### config.mk
export PLATFORM = sky130hd
export DESIGN_NAME = qpc_counter
export DESIGN_NICKNAME = d
export VERILOG_FILES = /design/src/hdl/qpc_sync_edge.v /design/src/hdl/qpc_counter.v
export VERILOG_INCLUDE_DIRS = /design/src /design/src/hdl
export SDC_FILE = /design/constraint.sdc
export NUM_CORES = 1
export LEC_CHECK = 0
export ABC_AREA = 1
export BUFFER_PORTS_ARGS = -buffer_cell sky130_fd_sc_hd__buf_2
export CAP_MARGIN = 20
export CORE_MARGIN = 1
export CORE_UTILIZATION = 63
export DETAILED_ROUTE_END_ITERATION = 8
export GPL_TIMING_DRIVEN = 0
export PLACE_DENSITY_LB_ADDON = 0.25
export SKIP_CTS_REPAIR_TIMING = 1
export SYNTH_ARGS = -nofsm -noshare
export SYNTH_HDL_FRONTEND = slang
export SYNTH_SLANG_ARGS = --single-unit
export TNS_END_PERCENT = 30
### constraint.sdc
create_clock -name pclk -period 5.3 [get_ports pclk]
set_input_delay 0.53 -clock pclk [delete_from_list [all_inputs] [get_ports pclk]]
set_output_delay 0.53 -clock pclk [all_outputs]
set_load 0.02 [all_outputs]
### src/hdl/qpc_map.vh
// register map, field positions, reset values and codes of the quadrature pulse counter
// assumes a 32-bit apb slave with word-aligned registers
`ifndef QPC_MAP_VH
`define QPC_MAP_VH

// ****************************************************************
// register byte offsets
// ****************************************************************
`define QPC_OFS_CTRL     8'h00
`define QPC_OFS_PRESET   8'h04
`define QPC_OFS_COUNT    8'h08
`define QPC_OFS_ERR      8'h0C
`define QPC_OFS_IRQ_STAT 8'h10
`define QPC_OFS_IRQ_MASK 8'h14

// ****************************************************************
// control register fields
// ****************************************************************
`define QPC_CTRL_EN      0
`define QPC_CTRL_MODE_LO 1
`define QPC_CTRL_MODE_HI 2
`define QPC_CTRL_MUL_LO  3
`define QPC_CTRL_MUL_HI  4
`define QPC_CTRL_DOWN    5
`define QPC_CTRL_PSRC    6
`define QPC_CTRL_PREQ    7
`define QPC_CTRL_W       8
`define QPC_CTRL_RST     8'h00

// ****************************************************************
// mode and multiplier encodings
// ****************************************************************
`define QPC_MODE_PROG    2'h0
`define QPC_MODE_BDIR    2'h1
`define QPC_MODE_QUAD    2'h2
`define QPC_MUL_X1       2'h0
`define QPC_MUL_X2       2'h1
`define QPC_MUL_X4       2'h2
`define QPC_MUL_BAD      2'h3

// ****************************************************************
// error codes, interrupt bits and count limits
// ****************************************************************
`define QPC_ERR_NONE     8'h00
`define QPC_ERR_FACTOR   8'h02
`define QPC_ERR_DISABLED 8'h04
`define QPC_IRQ_W        4
`define QPC_IRQ_PRESET   0
`define QPC_IRQ_PERR     1
`define QPC_IRQ_OVF      2
`define QPC_IRQ_UNF      3
`define QPC_CNT_RST      24'h000000
`define QPC_CNT_MAX      24'hFFFFFF

`endif

### src/hdl/qpc_sync_edge.v
// two-flop synchroniser with rise and fall detection for one input pin
// assumes the pin may change at any time relative to pclk
`timescale 1ns/10ps
`default_nettype none

module qpc_sync_edge (
  input  wire pclk,
  input  wire presetn,
  input  wire pin_in,
  output wire level,
  output wire rise,
  output wire fall
);

  reg meta_r;
  reg sync_r;
  reg last_r;

  // ****************************************************************
  // synchroniser and edge history
  // ****************************************************************
  // meta_r feeds only sync_r; edges are taken from the settled stages
  always @(posedge pclk or negedge presetn) begin
    if (!presetn) begin
      meta_r <= 1'b0;
      sync_r <= 1'b0;
      last_r <= 1'b0;
    end else begin
      meta_r <= pin_in;
      sync_r <= meta_r;
      last_r <= sync_r;
    end
  end

  // edge pulses last one cycle
  assign level = sync_r;
  assign rise  = sync_r & ~last_r;
  assign fall  = ~sync_r & last_r;

endmodule
`default_nettype wire

### src/hdl/qpc_counter.v
// quadrature pulse counter: 24-bit counter with apb registers and one level interrupt
// assumes apb signals synchronous to pclk; phase and preset pins are asynchronous
`timescale 1ns/10ps
`default_nettype none
`include "qpc_map.vh"

// Summary of operation
// - one-phase program mode: count phase A pulses, direction from control bit
// - one-phase B mode: count phase A pulses, direction from phase B level
// - two-phase mode: direction chosen from phase relation of A and B
// - multiply by one, two or four applies only in two-phase mode
// - times one: count only on phase A rising edges
// - times two: count on phase A rising and falling edges
// - times four: count on every edge of phase A, and on phase B edges in cycles with no phase A edge
// - count is unsigned 24-bit, zero to full 24-bit maximum
// - preset load source selectable: program request or external preset pin
// - while count enable is zero the count is forced to zero
// - program preset: load preset value on rising edge of preset request
// - external preset: load on preset pin rising edge, ignore program request
// - preset while disabled does not load, reports error code 04
module qpc_counter (
  input  wire        pclk,
  input  wire        presetn,
  input  wire        psel,
  input  wire        penable,
  input  wire        pwrite,
  input  wire [7:0]  paddr,
  input  wire [31:0] pwdata,
  output reg  [31:0] prdata,
  output reg         pready,
  output reg         pslverr,
  input  wire        phase_a,
  input  wire        phase_b,
  input  wire        preset_pin,
  output reg         irq
);

  // ****************************************************************
  // declarations
  // ****************************************************************
  reg  [`QPC_CTRL_W-1:0] ctrl_r;
  reg  [23:0]            preset_val_r;
  reg  [23:0]            count_r;
  reg  [23:0]            count_nxt;
  reg  [7:0]             err_r;
  reg  [7:0]             err_nxt;
  reg  [`QPC_IRQ_W-1:0]  irq_stat_r;
  reg  [`QPC_IRQ_W-1:0]  irq_mask_r;
  reg  [`QPC_IRQ_W-1:0]  irq_evt;
  reg  [31:0]            rd_mux;
  reg                    rd_hit;
  reg                    step;
  reg                    up;
  reg                    preset_go;
  reg                    preset_try;
  wire                   a_lvl;
  wire                   a_rise;
  wire                   a_fall;
  wire                   b_lvl;
  wire                   b_rise;
  wire                   b_fall;
  wire                   pre_rise;
  wire                   wr_ctrl;
  wire                   wr_en;
  wire                   cnt_en;
  wire [1:0]             phase_mode_select;
  wire [1:0]             multiply_factor;
  wire                   prog_req_rise;
  wire [`QPC_CTRL_W-1:0] ctrl_wdata;

  // ****************************************************************
  // helper: wrapping 24-bit step
  // ****************************************************************
  // the count wraps modulo 2^24; wrap events are flagged separately
  function [23:0] qpc_step;
    input [23:0] cur;
    input        go_up;
    begin
      if (go_up) begin
        qpc_step = cur + 24'h000001;
      end else begin
        qpc_step = cur - 24'h000001;
      end
    end
  endfunction

  // ****************************************************************
  // helper: control word field decode
  // ****************************************************************
  // shared by the stored word and by the word on its way in
  function [1:0] qpc_mode;
    input [`QPC_CTRL_W-1:0] word;
    begin
      qpc_mode = word[`QPC_CTRL_MODE_HI:`QPC_CTRL_MODE_LO];
    end
  endfunction

  function [1:0] qpc_mul;
    input [`QPC_CTRL_W-1:0] word;
    begin
      qpc_mul = word[`QPC_CTRL_MUL_HI:`QPC_CTRL_MUL_LO];
    end
  endfunction

  // ****************************************************************
  // helper: direction of one quadrature edge
  // ****************************************************************
  // a rise counts up while the other phase is low, a fall while it is
  // high; a b edge passes the inverted a level so one rule serves both
  function qpc_dir;
    input edge_rise;
    input other_lvl;
    begin
      if (edge_rise) begin
        qpc_dir = ~other_lvl;
      end else begin
        qpc_dir = other_lvl;
      end
    end
  endfunction

  // ****************************************************************
  // input synchronisers
  // ****************************************************************
  // all three pins pass through two flops before any edge logic
  qpc_sync_edge u_sync_a (
    .pclk    (pclk),
    .presetn (presetn),
    .pin_in  (phase_a),
    .level   (a_lvl),
    .rise    (a_rise),
    .fall    (a_fall)
  );

  qpc_sync_edge u_sync_b (
    .pclk    (pclk),
    .presetn (presetn),
    .pin_in  (phase_b),
    .level   (b_lvl),
    .rise    (b_rise),
    .fall    (b_fall)
  );

  qpc_sync_edge u_sync_p (
    .pclk    (pclk),
    .presetn (presetn),
    .pin_in  (preset_pin),
    .level   (),
    .rise    (pre_rise),
    .fall    ()
  );

  // ****************************************************************
  // apb decode
  // ****************************************************************
  // writes take effect at the access edge where pready is high
  // an unmapped write changes nothing; pslverr is the master's only sign
  assign wr_en      = psel & penable & pready & pwrite;
  assign wr_ctrl    = wr_en & (paddr == `QPC_OFS_CTRL);
  assign ctrl_wdata = pwdata[`QPC_CTRL_W-1:0];
  assign cnt_en     = ctrl_r[`QPC_CTRL_EN];
  assign phase_mode_select = qpc_mode(ctrl_r);
  assign multiply_factor   = qpc_mul(ctrl_r);

  // request bit is a level; only its 0 to 1 write counts as a request
  assign prog_req_rise = wr_ctrl & ctrl_wdata[`QPC_CTRL_PREQ] & ~ctrl_r[`QPC_CTRL_PREQ];

  // read mux; unmapped addresses read zero and raise pslverr
  always @* begin
    rd_mux = 32'h00000000;
    rd_hit = 1'b1;
    case (paddr)
      `QPC_OFS_CTRL:     rd_mux[`QPC_CTRL_W-1:0] = ctrl_r;
      `QPC_OFS_PRESET:   rd_mux[23:0] = preset_val_r;
      `QPC_OFS_COUNT:    rd_mux[23:0] = count_r;
      `QPC_OFS_ERR:      rd_mux[7:0] = err_r;
      `QPC_OFS_IRQ_STAT: rd_mux[`QPC_IRQ_W-1:0] = irq_stat_r;
      `QPC_OFS_IRQ_MASK: rd_mux[`QPC_IRQ_W-1:0] = irq_mask_r;
      default:           rd_hit = 1'b0;
    endcase
  end

  // zero-wait slave: pready rises for the first access cycle
  always @(posedge pclk or negedge presetn) begin
    if (!presetn) begin
      pready  <= 1'b0;
      pslverr <= 1'b0;
      prdata  <= 32'h00000000;
    end else begin
      pready  <= psel & ~penable;
      pslverr <= psel & ~penable & ~rd_hit;
      if (psel & ~penable & ~pwrite) begin
        prdata <= rd_mux;
      end
    end
  end

  // ****************************************************************
  // configuration registers
  // ****************************************************************
  // control selects mode, multiplier, direction and preset source
  always @(posedge pclk or negedge presetn) begin
    if (!presetn) begin
      ctrl_r       <= `QPC_CTRL_RST;
      preset_val_r <= `QPC_CNT_RST;
      irq_mask_r   <= {`QPC_IRQ_W{1'b0}};
    end else if (wr_en) begin
      if (paddr == `QPC_OFS_CTRL) begin
        ctrl_r <= ctrl_wdata;
      end
      if (paddr == `QPC_OFS_PRESET) begin
        preset_val_r <= pwdata[23:0];
      end
      if (paddr == `QPC_OFS_IRQ_MASK) begin
        irq_mask_r <= pwdata[`QPC_IRQ_W-1:0];
      end
    end
  end

  // ****************************************************************
  // step and direction decode
  // ****************************************************************
  // in quadrature, A leads B when B is low at A rise or high at A fall
  always @* begin
    step = 1'b0;
    up   = 1'b1;
    case (phase_mode_select)
      `QPC_MODE_PROG: begin
        step = a_rise;
        up   = ~ctrl_r[`QPC_CTRL_DOWN];
      end
      `QPC_MODE_BDIR: begin
        step = a_rise;
        up   = ~b_lvl;
      end
      `QPC_MODE_QUAD: begin
        // multiplier is read only here, so it is a no-op in one-phase modes
        case (multiply_factor)
          `QPC_MUL_X1: begin
            // b edges are ignored here; b only gives the sense at an a rise
            step = a_rise;
            up   = ~b_lvl;
          end
          `QPC_MUL_X2: begin
            step = a_rise | a_fall;
            up   = qpc_dir(a_rise, b_lvl);
          end
          `QPC_MUL_X4: begin
            // an A edge wins if both phases move in one cycle
            if (a_rise | a_fall) begin
              step = 1'b1;
              up   = qpc_dir(a_rise, b_lvl);
            end else begin
              step = b_rise | b_fall;
              up   = qpc_dir(b_rise, ~a_lvl);
            end
          end
          default: begin
            step = 1'b0;
            up   = 1'b1;
          end
        endcase
      end
      default: begin
        step = 1'b0;
        up   = 1'b1;
      end
    endcase
  end

  // ****************************************************************
  // preset arbitration
  // ****************************************************************
  // external source masks the program request entirely
  always @* begin
    if (ctrl_r[`QPC_CTRL_PSRC]) begin
      preset_try = pre_rise;
    end else begin
      preset_try = prog_req_rise;
    end
    preset_go = preset_try & cnt_en;
  end

  // ****************************************************************
  // count and error code next state
  // ****************************************************************
  // priority: disable clear, then preset, then counting
  // a step that meets a preset in one cycle is lost; the preset stands
  // wrap flags come from steps only, a preset to any value never flags
  always @* begin
    count_nxt = count_r;
    err_nxt   = err_r;
    irq_evt   = {`QPC_IRQ_W{1'b0}};
    if (!cnt_en) begin
      count_nxt = `QPC_CNT_RST;
    end else if (preset_go) begin
      count_nxt = preset_val_r;
    end else if (step) begin
      count_nxt = qpc_step(count_r, up);
      irq_evt[`QPC_IRQ_OVF] = up & (count_r == `QPC_CNT_MAX);
      irq_evt[`QPC_IRQ_UNF] = ~up & (count_r == `QPC_CNT_RST);
    end
    if (preset_try & ~cnt_en) begin
      err_nxt = `QPC_ERR_DISABLED;
      irq_evt[`QPC_IRQ_PERR] = 1'b1;
    end else if (preset_go) begin
      err_nxt = `QPC_ERR_NONE;
      irq_evt[`QPC_IRQ_PRESET] = 1'b1;
    end else if (wr_ctrl && qpc_mode(ctrl_wdata) == `QPC_MODE_QUAD
                 && qpc_mul(ctrl_wdata) == `QPC_MUL_BAD) begin
      // an undefined multiplier stops quadrature counting
      err_nxt = `QPC_ERR_FACTOR;
    end
  end

  // ****************************************************************
  // count, error and interrupt state
  // ****************************************************************
  // status bits are write-one-to-clear; a new event wins over the clear
  always @(posedge pclk or negedge presetn) begin
    if (!presetn) begin
      count_r    <= `QPC_CNT_RST;
      err_r      <= `QPC_ERR_NONE;
      irq_stat_r <= {`QPC_IRQ_W{1'b0}};
      irq        <= 1'b0;
    end else begin
      count_r <= count_nxt;
      err_r   <= err_nxt;
      if (wr_en && paddr == `QPC_OFS_IRQ_STAT) begin
        irq_stat_r <= (irq_stat_r & ~pwdata[`QPC_IRQ_W-1:0]) | irq_evt;
      end else begin
        irq_stat_r <= irq_stat_r | irq_evt;
      end
      irq <= |(irq_stat_r & irq_mask_r);
    end
  end

endmodule
`default_nettype wire

* Word level (Yosys, flattened, before mapping) *
Cells that the tools add are included.

word-level totals
  memory bits (writable) = 0
  memory bits (read-only) = 0
  memories kept = 0
  bits in latches = 0
  output and inout bits = 35
  flip-flop bits (word level) = 108
  bits of input ports = 48
  word-level logic and storage cells = 112

operators by class
  magnitude comparators = 0
  add/subtract/negate cells = 2
  shift operators = 0
  reductions and logical operators = 14
  bitwise operators = 37
  divide/modulo/power cells = 0
  multiplexer cells = 27
  multipliers = 0
  equal/unequal tests = 13

operators by type and width
  operator               count
  $mux 24                4
  $pmux 16 s2            1
  $add 24x1->24 const B  1
  $eq 24x24->1 const B   1
  $logic_not 24->1       1
  $mux 8                 3
  $pmux 4 s6             1
  $sub 24x1->24 const B  1
  $and 1x1->1            18
  $eq 8x4->1 const B     2
  $eq 8x5->1 const B     2
  $pmux 4 s4             1
  $not 1->1              12
  $mux 1                 9
  $pmux 1 s3             3
  $and 4x4->4            2
  $eq 2x2->1 const B     4
  $eq 8x3->1 const B     1
  $logic_not 8->1        1
  $or 4x4->4             2
  $mux 2                 3
  $reduce_and 2->1       3
  $reduce_or 6->1        1
  $eq 2x1->1 const B     2
  other kinds (10)       14

* Logic depth before layout (Yosys ltp) *
Gate-level depths: netlist of the first run.

  word-level depth = 13
  gate-level depth with buffers = 25
  mapped depth without buffers = 25

* Hierarchy *
A second synthesis of the first run with hierarchy kept.

unflattened totals
  cell total of the unflattened synthesis = 900
  area total of the unflattened synthesis = 6,409.9 µm²

modules (own cells, without submodules)
  module         cells an instance  area an instance (µm²)  instances
  qpc_counter    879                6,139.6                 1
  qpc_sync_edge  7                  90.1                    3

* Worst setup path after synthesis of the first run *
OpenSTA, ideal clock, no wires.

  kind = register -> register
  start point = register u_sync_a.sync_r, in the netlist u_sync_a.level
  end point = register count_r[11]
  slack = 2.328 ns
  required time = 5.183 ns
  arrival = 2.854 ns
  library setup time = 0.117 ns
  cell stages (with the launch flop) = 18
  cells stage by stage = dfrtp_1 -> ha_1 -> nand3b_1 -> nand3_1 -> nand2_1 -> nand2_1 -> nand2_1 -> inv_1 -> ha_1 -> a21oi_1 -> nand2_1 -> nand2_1 -> nand2_1 -> a21oi_1 -> xor2_1 -> nand2_1 -> nand3_1 -> nand2_1

on the way
  longest elaborated chain between the ends = 10
  elaborated cells on any way between the ends = 17
  those cells by class = 1 x eq/ne; 12 x mux; 4 x bitwise

ends and longest elaborated chain
  item                    RTL line                               RTL
  from (decl)             qpc_sync_edge.v:16                     reg sync_r;
  from (signal assigned)  qpc_sync_edge.v:30                     sync_r <= meta_r;
  $not 1->1               qpc_sync_edge.v:38, qpc_counter.v:255
  $and 1x1->1             qpc_sync_edge.v:38                     assign fall = ~sync_r & last_r;
  $or 1x1->1              qpc_counter.v:245, qpc_counter.v:250
  $mux 1                  qpc_counter.v:250                      if (a_rise | a_fall) begin
  $pmux 1 s3              qpc_counter.v:238                      case (multiply_factor)
  $pmux 1 s3              qpc_counter.v:227                      case (phase_mode_select)
  $mux 24                 qpc_counter.v:79                       if (go_up) begin
  $mux 24                 qpc_counter.v:298                      end else if (step) begin
  $mux 24                 qpc_counter.v:296                      end else if (preset_go) begin
  $mux 24                 qpc_counter.v:294                      if (!cnt_en) begin
  to (signal assigned)    qpc_counter.v:322                      count_r <= `QPC_CNT_RST;
  to (signal assigned)    qpc_counter.v:327                      count_r <= count_nxt;
  to (decl)               qpc_counter.v:43                       reg [23:0] count_r;

Parallel ways exist; a longest one is shown, timed or not. The select of a mux whose other input is x is not followed.
A chain may end at the register's enable or synchronous reset.

* Worst setup path after layout of the first run *
  start point = register u_sync_a.sync_r, in the netlist u_sync_a.level
  end point = register count_r[21]

Same word-level chain as after synthesis.

==> impl_metrics.tcl, run 1 <==
set metrics [dict create \
    status "finished clean" \
    post-route-min-period_ns 3.77 \
    dieHeight_um 102 \
    fp.dieArea_mm2 0.0104 \
    syn2layout_area_growth_pct 11.9 \
    wl_per_cell_um 15.5 \
    wirelength_um 16800 \
    ys.flop_type "dfrtp_1" \
    synth.most_common_cell "nand2_1" \
    fin_nets 1017 \
    synth_area_leader_cell "dfrtp_1" \
    cp_num_buf_inv 2 \
    port_buffers 66 \
    syn_area_per_cell_um2 7.36 \
    cp_top_family "simple AND/OR/NAND/NOR gates" \
    power.net_switching_mw 0.393 \
    slowest_stage "inv_1" \
    synth_top_area_share 0.404 \
    netlist_top_cells_count "nand2_1 (243), inv_1 (113), dfrtp_1 (102), nor2_1 (68), nand3_1 (59)" \
    drt-pass1-iter-count 8 \
    crit_fanout 23 \
    relSlewSlack 0.468 \
    vias 6059 \
    power_frac_clock 0.337 \
    synth-edff-count 0 \
    rsz0062_at_grt "no" \
    leakagePower_nw 3.84 \
    min_path_type "in -> async" \
    drc_errors 0 \
    antenna_cells 0 \
    yosys-top-cells-area "dfrtp_1 (40%), nand2_1 (14%), inv_1 (6.7%)" \
    initial_utilization 0.650 \
    ctsHtreeMaxLevel 3 \
    max_stage_delay_ns 0.65 \
    core_area_mm2 0.00973 \
    drt_iter0_drc 571 \
    p_comb_frac 0.112 \
    clock_latency_ns 0.38 \
    seqPwrFrac 0.551 \
    syn_inst 859 \
    viasPerCell 5.60 \
    num_rows 36 \
    cap_violations 0 \
    setup-violations-final 0 \
    boundaryPins 83 \
    clock-sinks 102 \
    antenna_left 0 \
    power_per_cell_area_mw_per_mm2 211 \
    clkTransAtPathRegs_ns 0.10 \
    die_w_um 102 \
    hpwl_um 13000 \
    grt_max_degree 74 \
    setup-tns-final_ns 0 \
    synthArstFlopShare 1.00 \
    grt_pass1_wl_um 27000 \
    gp_congestion 0.992 \
    ys_ff_latch 102 \
    ys_warn_count 0 \
    hold_viol_final 0 \
    worstPathArrival_ns 4.04 \
    slew_violations 0 \
    path_cells "ha_1 -> nand3b_1 -> nand3_1 -> nand2_1 -> nand2_1 -> nand2_1 -> inv_1 -> ha_1 -> nand2_1 -> inv_1 -> a21oi_1 -> nor2_1 -> o21ai_0 -> nand3_1 -> nand2_1 -> nand3_1 -> nand2_1 -> nand2_1" \
    cts_buffers 9 \
    finalPower_mw 1.50 \
    syn-cell-area_mm2 0.00632 \
    start_kind "flip-flop" \
    yosysSeqAreaShare 0.404 \
    finalCritPeriodShare 0.710 \
    cts_tree "yes" \
    fmax_ghz 0.266 \
    ir_worst_vdd_mv 0.229 \
    antenna_found_initial 0 \
    worst_ep_required_time_ns 5.57 \
    tightest_slew_ns 0.797 \
    p_int_mw 1.10 \
    worst-setup-path-type "reg -> reg" \
    skew_ns 0.0149 \
    cp-end-kind "flip-flop" \
    cpMostUsedCell "nand2_1" \
    cts_root_buffer "clkbuf_8" \
    grt_pass1_vias 5543 \
    synth_cell_types 45 \
    overflow 0 \
    grtUsageTotal 0.345 \
    cts_max_path_buffers 2 \
    switching_share 0.263 \
    drive_above_1_share 0.131 \
]
==> area by class of cell <==
class	count	area, um2
Multi-Input combinational cell	618	3160
Fill cell	819	2650
Sequential cell	102	2550
Inverter	118	444
Timing Repair Buffer	67	360
Buffer	28	194
Tap cell	133	166
Clock buffer	11	141
Clock inverter	5	57.6
==> final timing paths <==
path	to	depth (start not counted)	start	slack [ns]
setup / recovery	count_r[21]$_DFFE_PN0P_	18	u_sync_a.level$_DFF_PN0_	1.53
hold / removal	count_r[7]$_DFFE_PN0P_	1	presetn	0.08
setup reg to reg	count_r[21]$_DFFE_PN0P_	18	u_sync_a.level$_DFF_PN0_	1.53
hold reg to reg	u_sync_a.level$_DFF_PN0_	0	u_sync_a.meta_r$_DFF_PN0_	0.36
max in group asynchronous	prdata[19]$_DFFE_PN0P_	2	presetn	4.52
min in group pclk	u_sync_a.meta_r$_DFF_PN0_	1	phase_a	0.26
==> flip-flops by register name, indices dropped and copies added, names as in the netlist <==
signal / cells
u_sync_p.last_r: 1
u_sync_p.level: 1
prdata: 24
u_sync_a.level: 1
irq: 1
u_sync_a.last_r: 1
err_r: 2
count_r: 24
pslverr: 1
irq_stat_r: 4
irq_mask_r: 4
u_sync_p.meta_r: 1
u_sync_a.meta_r: 1
pready: 1
preset_val_r: 24
u_sync_b.level: 1
u_sync_b.meta_r: 1
ctrl_r: 8
u_sync_b.last_r: 1
==> logic make-up (layout without fill, tap and decap cells) <==
| family | Yosys count | count (layout) | synth area share |
|---|---|---|---|
| simple gates | 423 | 423 | 0.288 |
| fa+ha+maj | 25 | 25 | 0.0506 |
| mux | 4 | 4 | 0.00712 |
| other cells | 1 | 8 | 0.000593 |
| xor+xnor | 8 | 8 | 0.0111 |
| buf+inv | 146 | 229 | 0.101 |
| flops | 102 | 102 | 0.404 |
| compound gates | 150 | 150 | 0.138 |
==> power by group through the flow <==
stage | clock network [mW] | logic (mW) | registers [mW]
after floorplan | 0 | 0.0682 | 0.862
after global placement | 0 | 0.161 | 0.838
after detailed placement | 0 | 0.166 | 0.838
after CTS | 0.503 | 0.167 | 0.823
after global routing | 0.536 | 0.184 | 0.827
final | 0.505 | 0.167 | 0.824
==> layout by cell type, fill, tap and decap left out, types with 6 or more instances in the layout <==
cell and n:
nand2_1 243, inv_1 113, dfrtp_1 102, buf_2 73, nor2_1 68, nand3_1 59, a21oi_1 53, o21ai_0 45
ha_1 24, nand4_1 18, nor3_1 15, o221ai_1 10, clkbuf_8 10, o21a_1 9, buf_4 9, o22ai_1 8
conb_1 8, o21ai_1 7, xnor2_1 7, a2bb2oi_1 7, clkbuf_1 6
==> through the flow <==
stage | util | area (um2) | hold WS [ns] | setup WS (ns) | instances
floorplan | - | 6350 | 0.234 | 2.33 | 866
global placement | 0.704 | 6850 | 0.332 | 1.79 | 1065
detailed placement | 0.707 | 6880 | 0.338 | 1.68 | 1066
CTS | 0.727 | 7080 | 0.0834 | 1.64 | 1082
global route | 0.727 | 7080 | 0.0933 | 1.21 | 1082
finish | 0.727 | 7080 | 0.0766 | 1.53 | 1082
==> layer usage <==
metal	vias to the layer above	GRT usage	part of all wire
li1	2978	-	-
met1	2786	0.505	0.45
met2	258	0.506	0.44
met3	37	0.0650	0.090
met4	0	0.138	0.027
met5	-	0	0
==> worst register-to-register path: stages, from the launching register on <==
cell and delay [ns]:
dfrtp_1 0.42, ha_1 0.33, nand3b_1 0.17, nand3_1 0.08, nand2_1 0.06, nand2_1 0.14, nand2_1 0.18, inv_1 0.65
ha_1 0.43, nand2_1 0.15, inv_1 0.07, a21oi_1 0.19, nor2_1 0.08, o21ai_0 0.31, nand3_1 0.11, nand2_1 0.08
nand3_1 0.08, nand2_1 0.08, nand2_1 0.05
No activity file was read; power rests on OpenSTA's default activity.
==> run 2, diff against run 1 <==
--- a/config.mk
+++ b/config.mk
@@ -6,11 +6,11 @@
 export SDC_FILE = /design/constraint.sdc
 export NUM_CORES = 1
 export LEC_CHECK = 0
-export ABC_AREA = 1
+export ABC_AREA = 0
 export BUFFER_PORTS_ARGS = -buffer_cell sky130_fd_sc_hd__buf_2
 export CAP_MARGIN = 20
 export CORE_MARGIN = 1
-export CORE_UTILIZATION = 63
+export CORE_UTILIZATION = 58
 export DETAILED_ROUTE_END_ITERATION = 8
 export GPL_TIMING_DRIVEN = 0
 export PLACE_DENSITY_LB_ADDON = 0.25
==> constraint.sdc (replaced) <==
create_clock -name pclk -period 3.9 [get_ports pclk]
set_input_delay 0.39 -clock pclk [delete_from_list [all_inputs] [get_ports pclk]]
set_output_delay 0.39 -clock pclk [all_outputs]
set_load 0.02 [all_outputs]
==> run 2 against run 1 <==
Flip-flop and latch count did not move. Final area fell by 4.5%. Clock skew barely moved. Via count fell by 11%. Clock power rose by 26%. Non-clock buffer count rose by 11. Critical path type unchanged. Critical endpoint is now count_r[23]$_DFFE_PN0P_. Largest power group unchanged.
==> impl_metrics.tcl, run 2 <==
set metrics [dict create \
    status "finished clean" \
    slew_violations 0 \
    clkTransAtPathRegs_ns 0.10 \
    skew_ns 0.0152 \
    die_w_um 103 \
    drt-pass1-iter-count 7 \
    synth.most_common_cell "dfrtp_1" \
    wl_met1_um 6970 \
    syn_inst 619 \
    antenna_found_initial 0 \
    clock_latency_ns 0.38 \
    hold_viol_final 0 \
    critPathLaunch "u_sync_a.level$_DFF_PN0_" \
    fmax_ghz 0.268 \
    worstPathArrival_ns 4.01 \
    worst_ep_required_time_ns 4.19 \
    syn_area_per_cell_um2 9.56 \
    wl_met3_um 1380 \
    tightest_slew_ns 0.806 \
    top_regs "count_r x24, prdata x24, preset_val_r x24" \
    max_stage_delay_ns 0.45 \
    syn-cell-area_mm2 0.00592 \
    vias 5366 \
    wl_per_cell_um 19.1 \
    reg2reg_from "u_sync_a.level$_DFF_PN0_" \
    setup-violations-final 0 \
    grt_max_degree 67 \
    drt_iter0_drc 514 \
    gp_congestion 0.935 \
    synth_area_leader_cell "dfrtp_1" \
    overflow 0 \
    mostFrequentLayoutCell "dfrtp_1" \
    r2r_end "count_r[23]$_DFFE_PN0P_" \
    cpMostUsedCell "o21bai_1" \
    post-route-min-period_ns 3.73 \
    antenna_cells 0 \
    final_util 0.688 \
    grtUsageTotal 0.318 \
    num_rows 36 \
    reg2reg_depth 16 \
    worst-setup-path-type "reg -> reg" \
    cts_buffers 9 \
    drc_errors 0 \
    viasPerCell 6.36 \
    ir_worst_vdd_mv 0.179 \
    finalCritPeriodShare 0.956 \
    syn2layout_area_growth_pct 14.3 \
    grt_pass1_vias 4997 \
    initial_utilization 0.602 \
    drive_above_1_share 0.217 \
    ctsHtreeMaxLevel 3 \
    crit_fanout 11 \
    netlist_top_cells_count "dfrtp_1 (102), nand2_1 (91), o21ai_0 (41), a21oi_1 (40), nor2_1 (39)" \
    synth_top_area_share 0.431 \
    cp_num_buf_inv 3 \
    hpwl_um 12100 \
    power_per_cell_area_mw_per_mm2 373 \
    cts_root_buffer "clkbuf_8" \
    min_path_type "in -> reg" \
    final.setup.worst_slack_ns 0.173 \
    cts_max_path_buffers 2 \
    yosys-top-cells-area "dfrtp_1 (43%), nand2_1 (5.8%), mux2_2 (5.5%)" \
    wirelength_um 16100 \
    synth-edff-count 0 \
    start_kind "flip-flop" \
    fin_nets 779 \
    antenna_left 0 \
    finalPower_mw 2.52 \
    top_layer "met4" \
    core_area_mm2 0.00982 \
    layout_common_cells "dfrtp_1 (100), nand2_1 (91), buf_2 (70), o21ai_0 (41), a21oi_1 (40)" \
    cp.depth 16 \
    fp.dieArea_mm2 0.0106 \
    dieHeight_um 103 \
    port_buffers 63 \
    cap_violations 0 \
    wl_met2_um 7250 \
    cp_top_family "compound AO/OA/AOI/OAI gates" \
    synth_cell_types 67 \
    rsz0062_at_grt "no" \
    leakagePower_nw 3.26 \
    relSlewSlack 0.458 \
    ys.flop_type "dfrtp_1" \
    ys_warn_count 0 \
    path_cells "ha_4 -> inv_1 -> and3_1 -> o31ai_2 -> o2111ai_2 -> o21ai_4 -> buf_12 -> ha_1 -> clkbuf_1 -> a21o_1 -> o21bai_1 -> o21bai_1 -> a311oi_1 -> nand3_1 -> xnor2_2 -> mux2i_1" \
    synthArstFlopShare 1.00 \
    ys_ff_latch 102 \
    rrSetupSlack_ns 0.17 \
    cts_tree "yes" \
    boundaryPins 83 \
    yosysSeqAreaShare 0.431 \
    clock-sinks 102 \
    grt_pass1_wl_um 25400 \
    slowest_stage "dfrtp_2" \
    dpl_worst_slack_ns -0.402 \
    endpoint "count_r[23]$_DFFE_PN0P_" \
    cp-end-kind "flip-flop" \
]
-- run 2: logic make-up after synthesis --
logic type / count (synthesis) / synth area share
compound gates: 181 / 0.201
other cells: 1 / 0.000634
simple gates: 193 / 0.153
buf+inv: 52 / 0.0415
mux: 45 / 0.0886
flops: 102 / 0.431
xor+xnor: 20 / 0.0296
fa+ha+maj: 25 / 0.0541
-- run 2: worst reg2reg max path, cell delays in order, from the launching register on --
cell       delay, ns
dfrtp_2         0.45
ha_4            0.28
inv_1           0.06
and3_1          0.20
o31ai_2         0.21
o2111ai_2       0.18
o21ai_4         0.16
buf_12          0.18
ha_1            0.22
clkbuf_1        0.19
a21o_1          0.20
o21bai_1        0.17
o21bai_1        0.17
a311oi_1        0.34
nand3_1         0.20
xnor2_2         0.21
mux2i_1         0.22
-- run 2: where the power goes --
| group | switching (mW) | internal, mW | leakage, nW | total, mW |
|---|---|---|---|---|
| combinational | 0.347 | 0.248 | 1.79 | 0.596 |
| sequential | 0.149 | 1.14 | 1.37 | 1.29 |
| clock | 0.365 | 0.270 | 0.0930 | 0.635 |
| total | 0.861 | 1.66 | 3.26 | 2.52 |
-- run 2: through the flow --
step | hold WS (ns) | std cells | cell area [um2] | setup TNS [ns]
final | 0.113 | 844 | 6760 | 0
after floorplan | 0.0944 | 626 | 5950 | 0
after detailed placement | 0.335 | 823 | 6460 | -2.28
after global placement | 0.333 | 822 | 6430 | -0.859
after CTS | -0.0301 | 839 | 6640 | -2.81
after global routing | 0.102 | 844 | 6760 | 0
-- run 2: worst min path at each step --
stage	startpoint	endpoint	slack (ns)	cells after the start
finish	preset_pin	u_sync_p.meta_r$_DFF_PN0_	0.11	1
global route	preset_pin	u_sync_p.meta_r$_DFF_PN0_	0.10	1
CTS	presetn	prdata[2]$_DFFE_PN0P_	-0.03	1
detailed placement	u_sync_a.meta_r$_DFF_PN0_	u_sync_a.level$_DFF_PN0_	0.33	0
global placement	u_sync_a.meta_r$_DFF_PN0_	u_sync_a.level$_DFF_PN0_	0.33	0
floorplan	presetn	count_r[0]$_DFFE_PN0P_	0.09	0
-- run 2: routing by layer --
metal  vias up  GRT usage
met5         -          0
met4         0      0.111
met3        48     0.0542
met2       312      0.496
met1      2573      0.450
li1       2433          -
-- run 2: final cells by class --
cell class	count	area, um2
well taps	133	166
inverters	15	56.3
flip-flops and latches	102	2550
fillers	760	3060
clock inverters	4	30.0
multi-input cells	472	3190
repair buffers	69	415
plain buffers	37	189
clock buffers	12	155
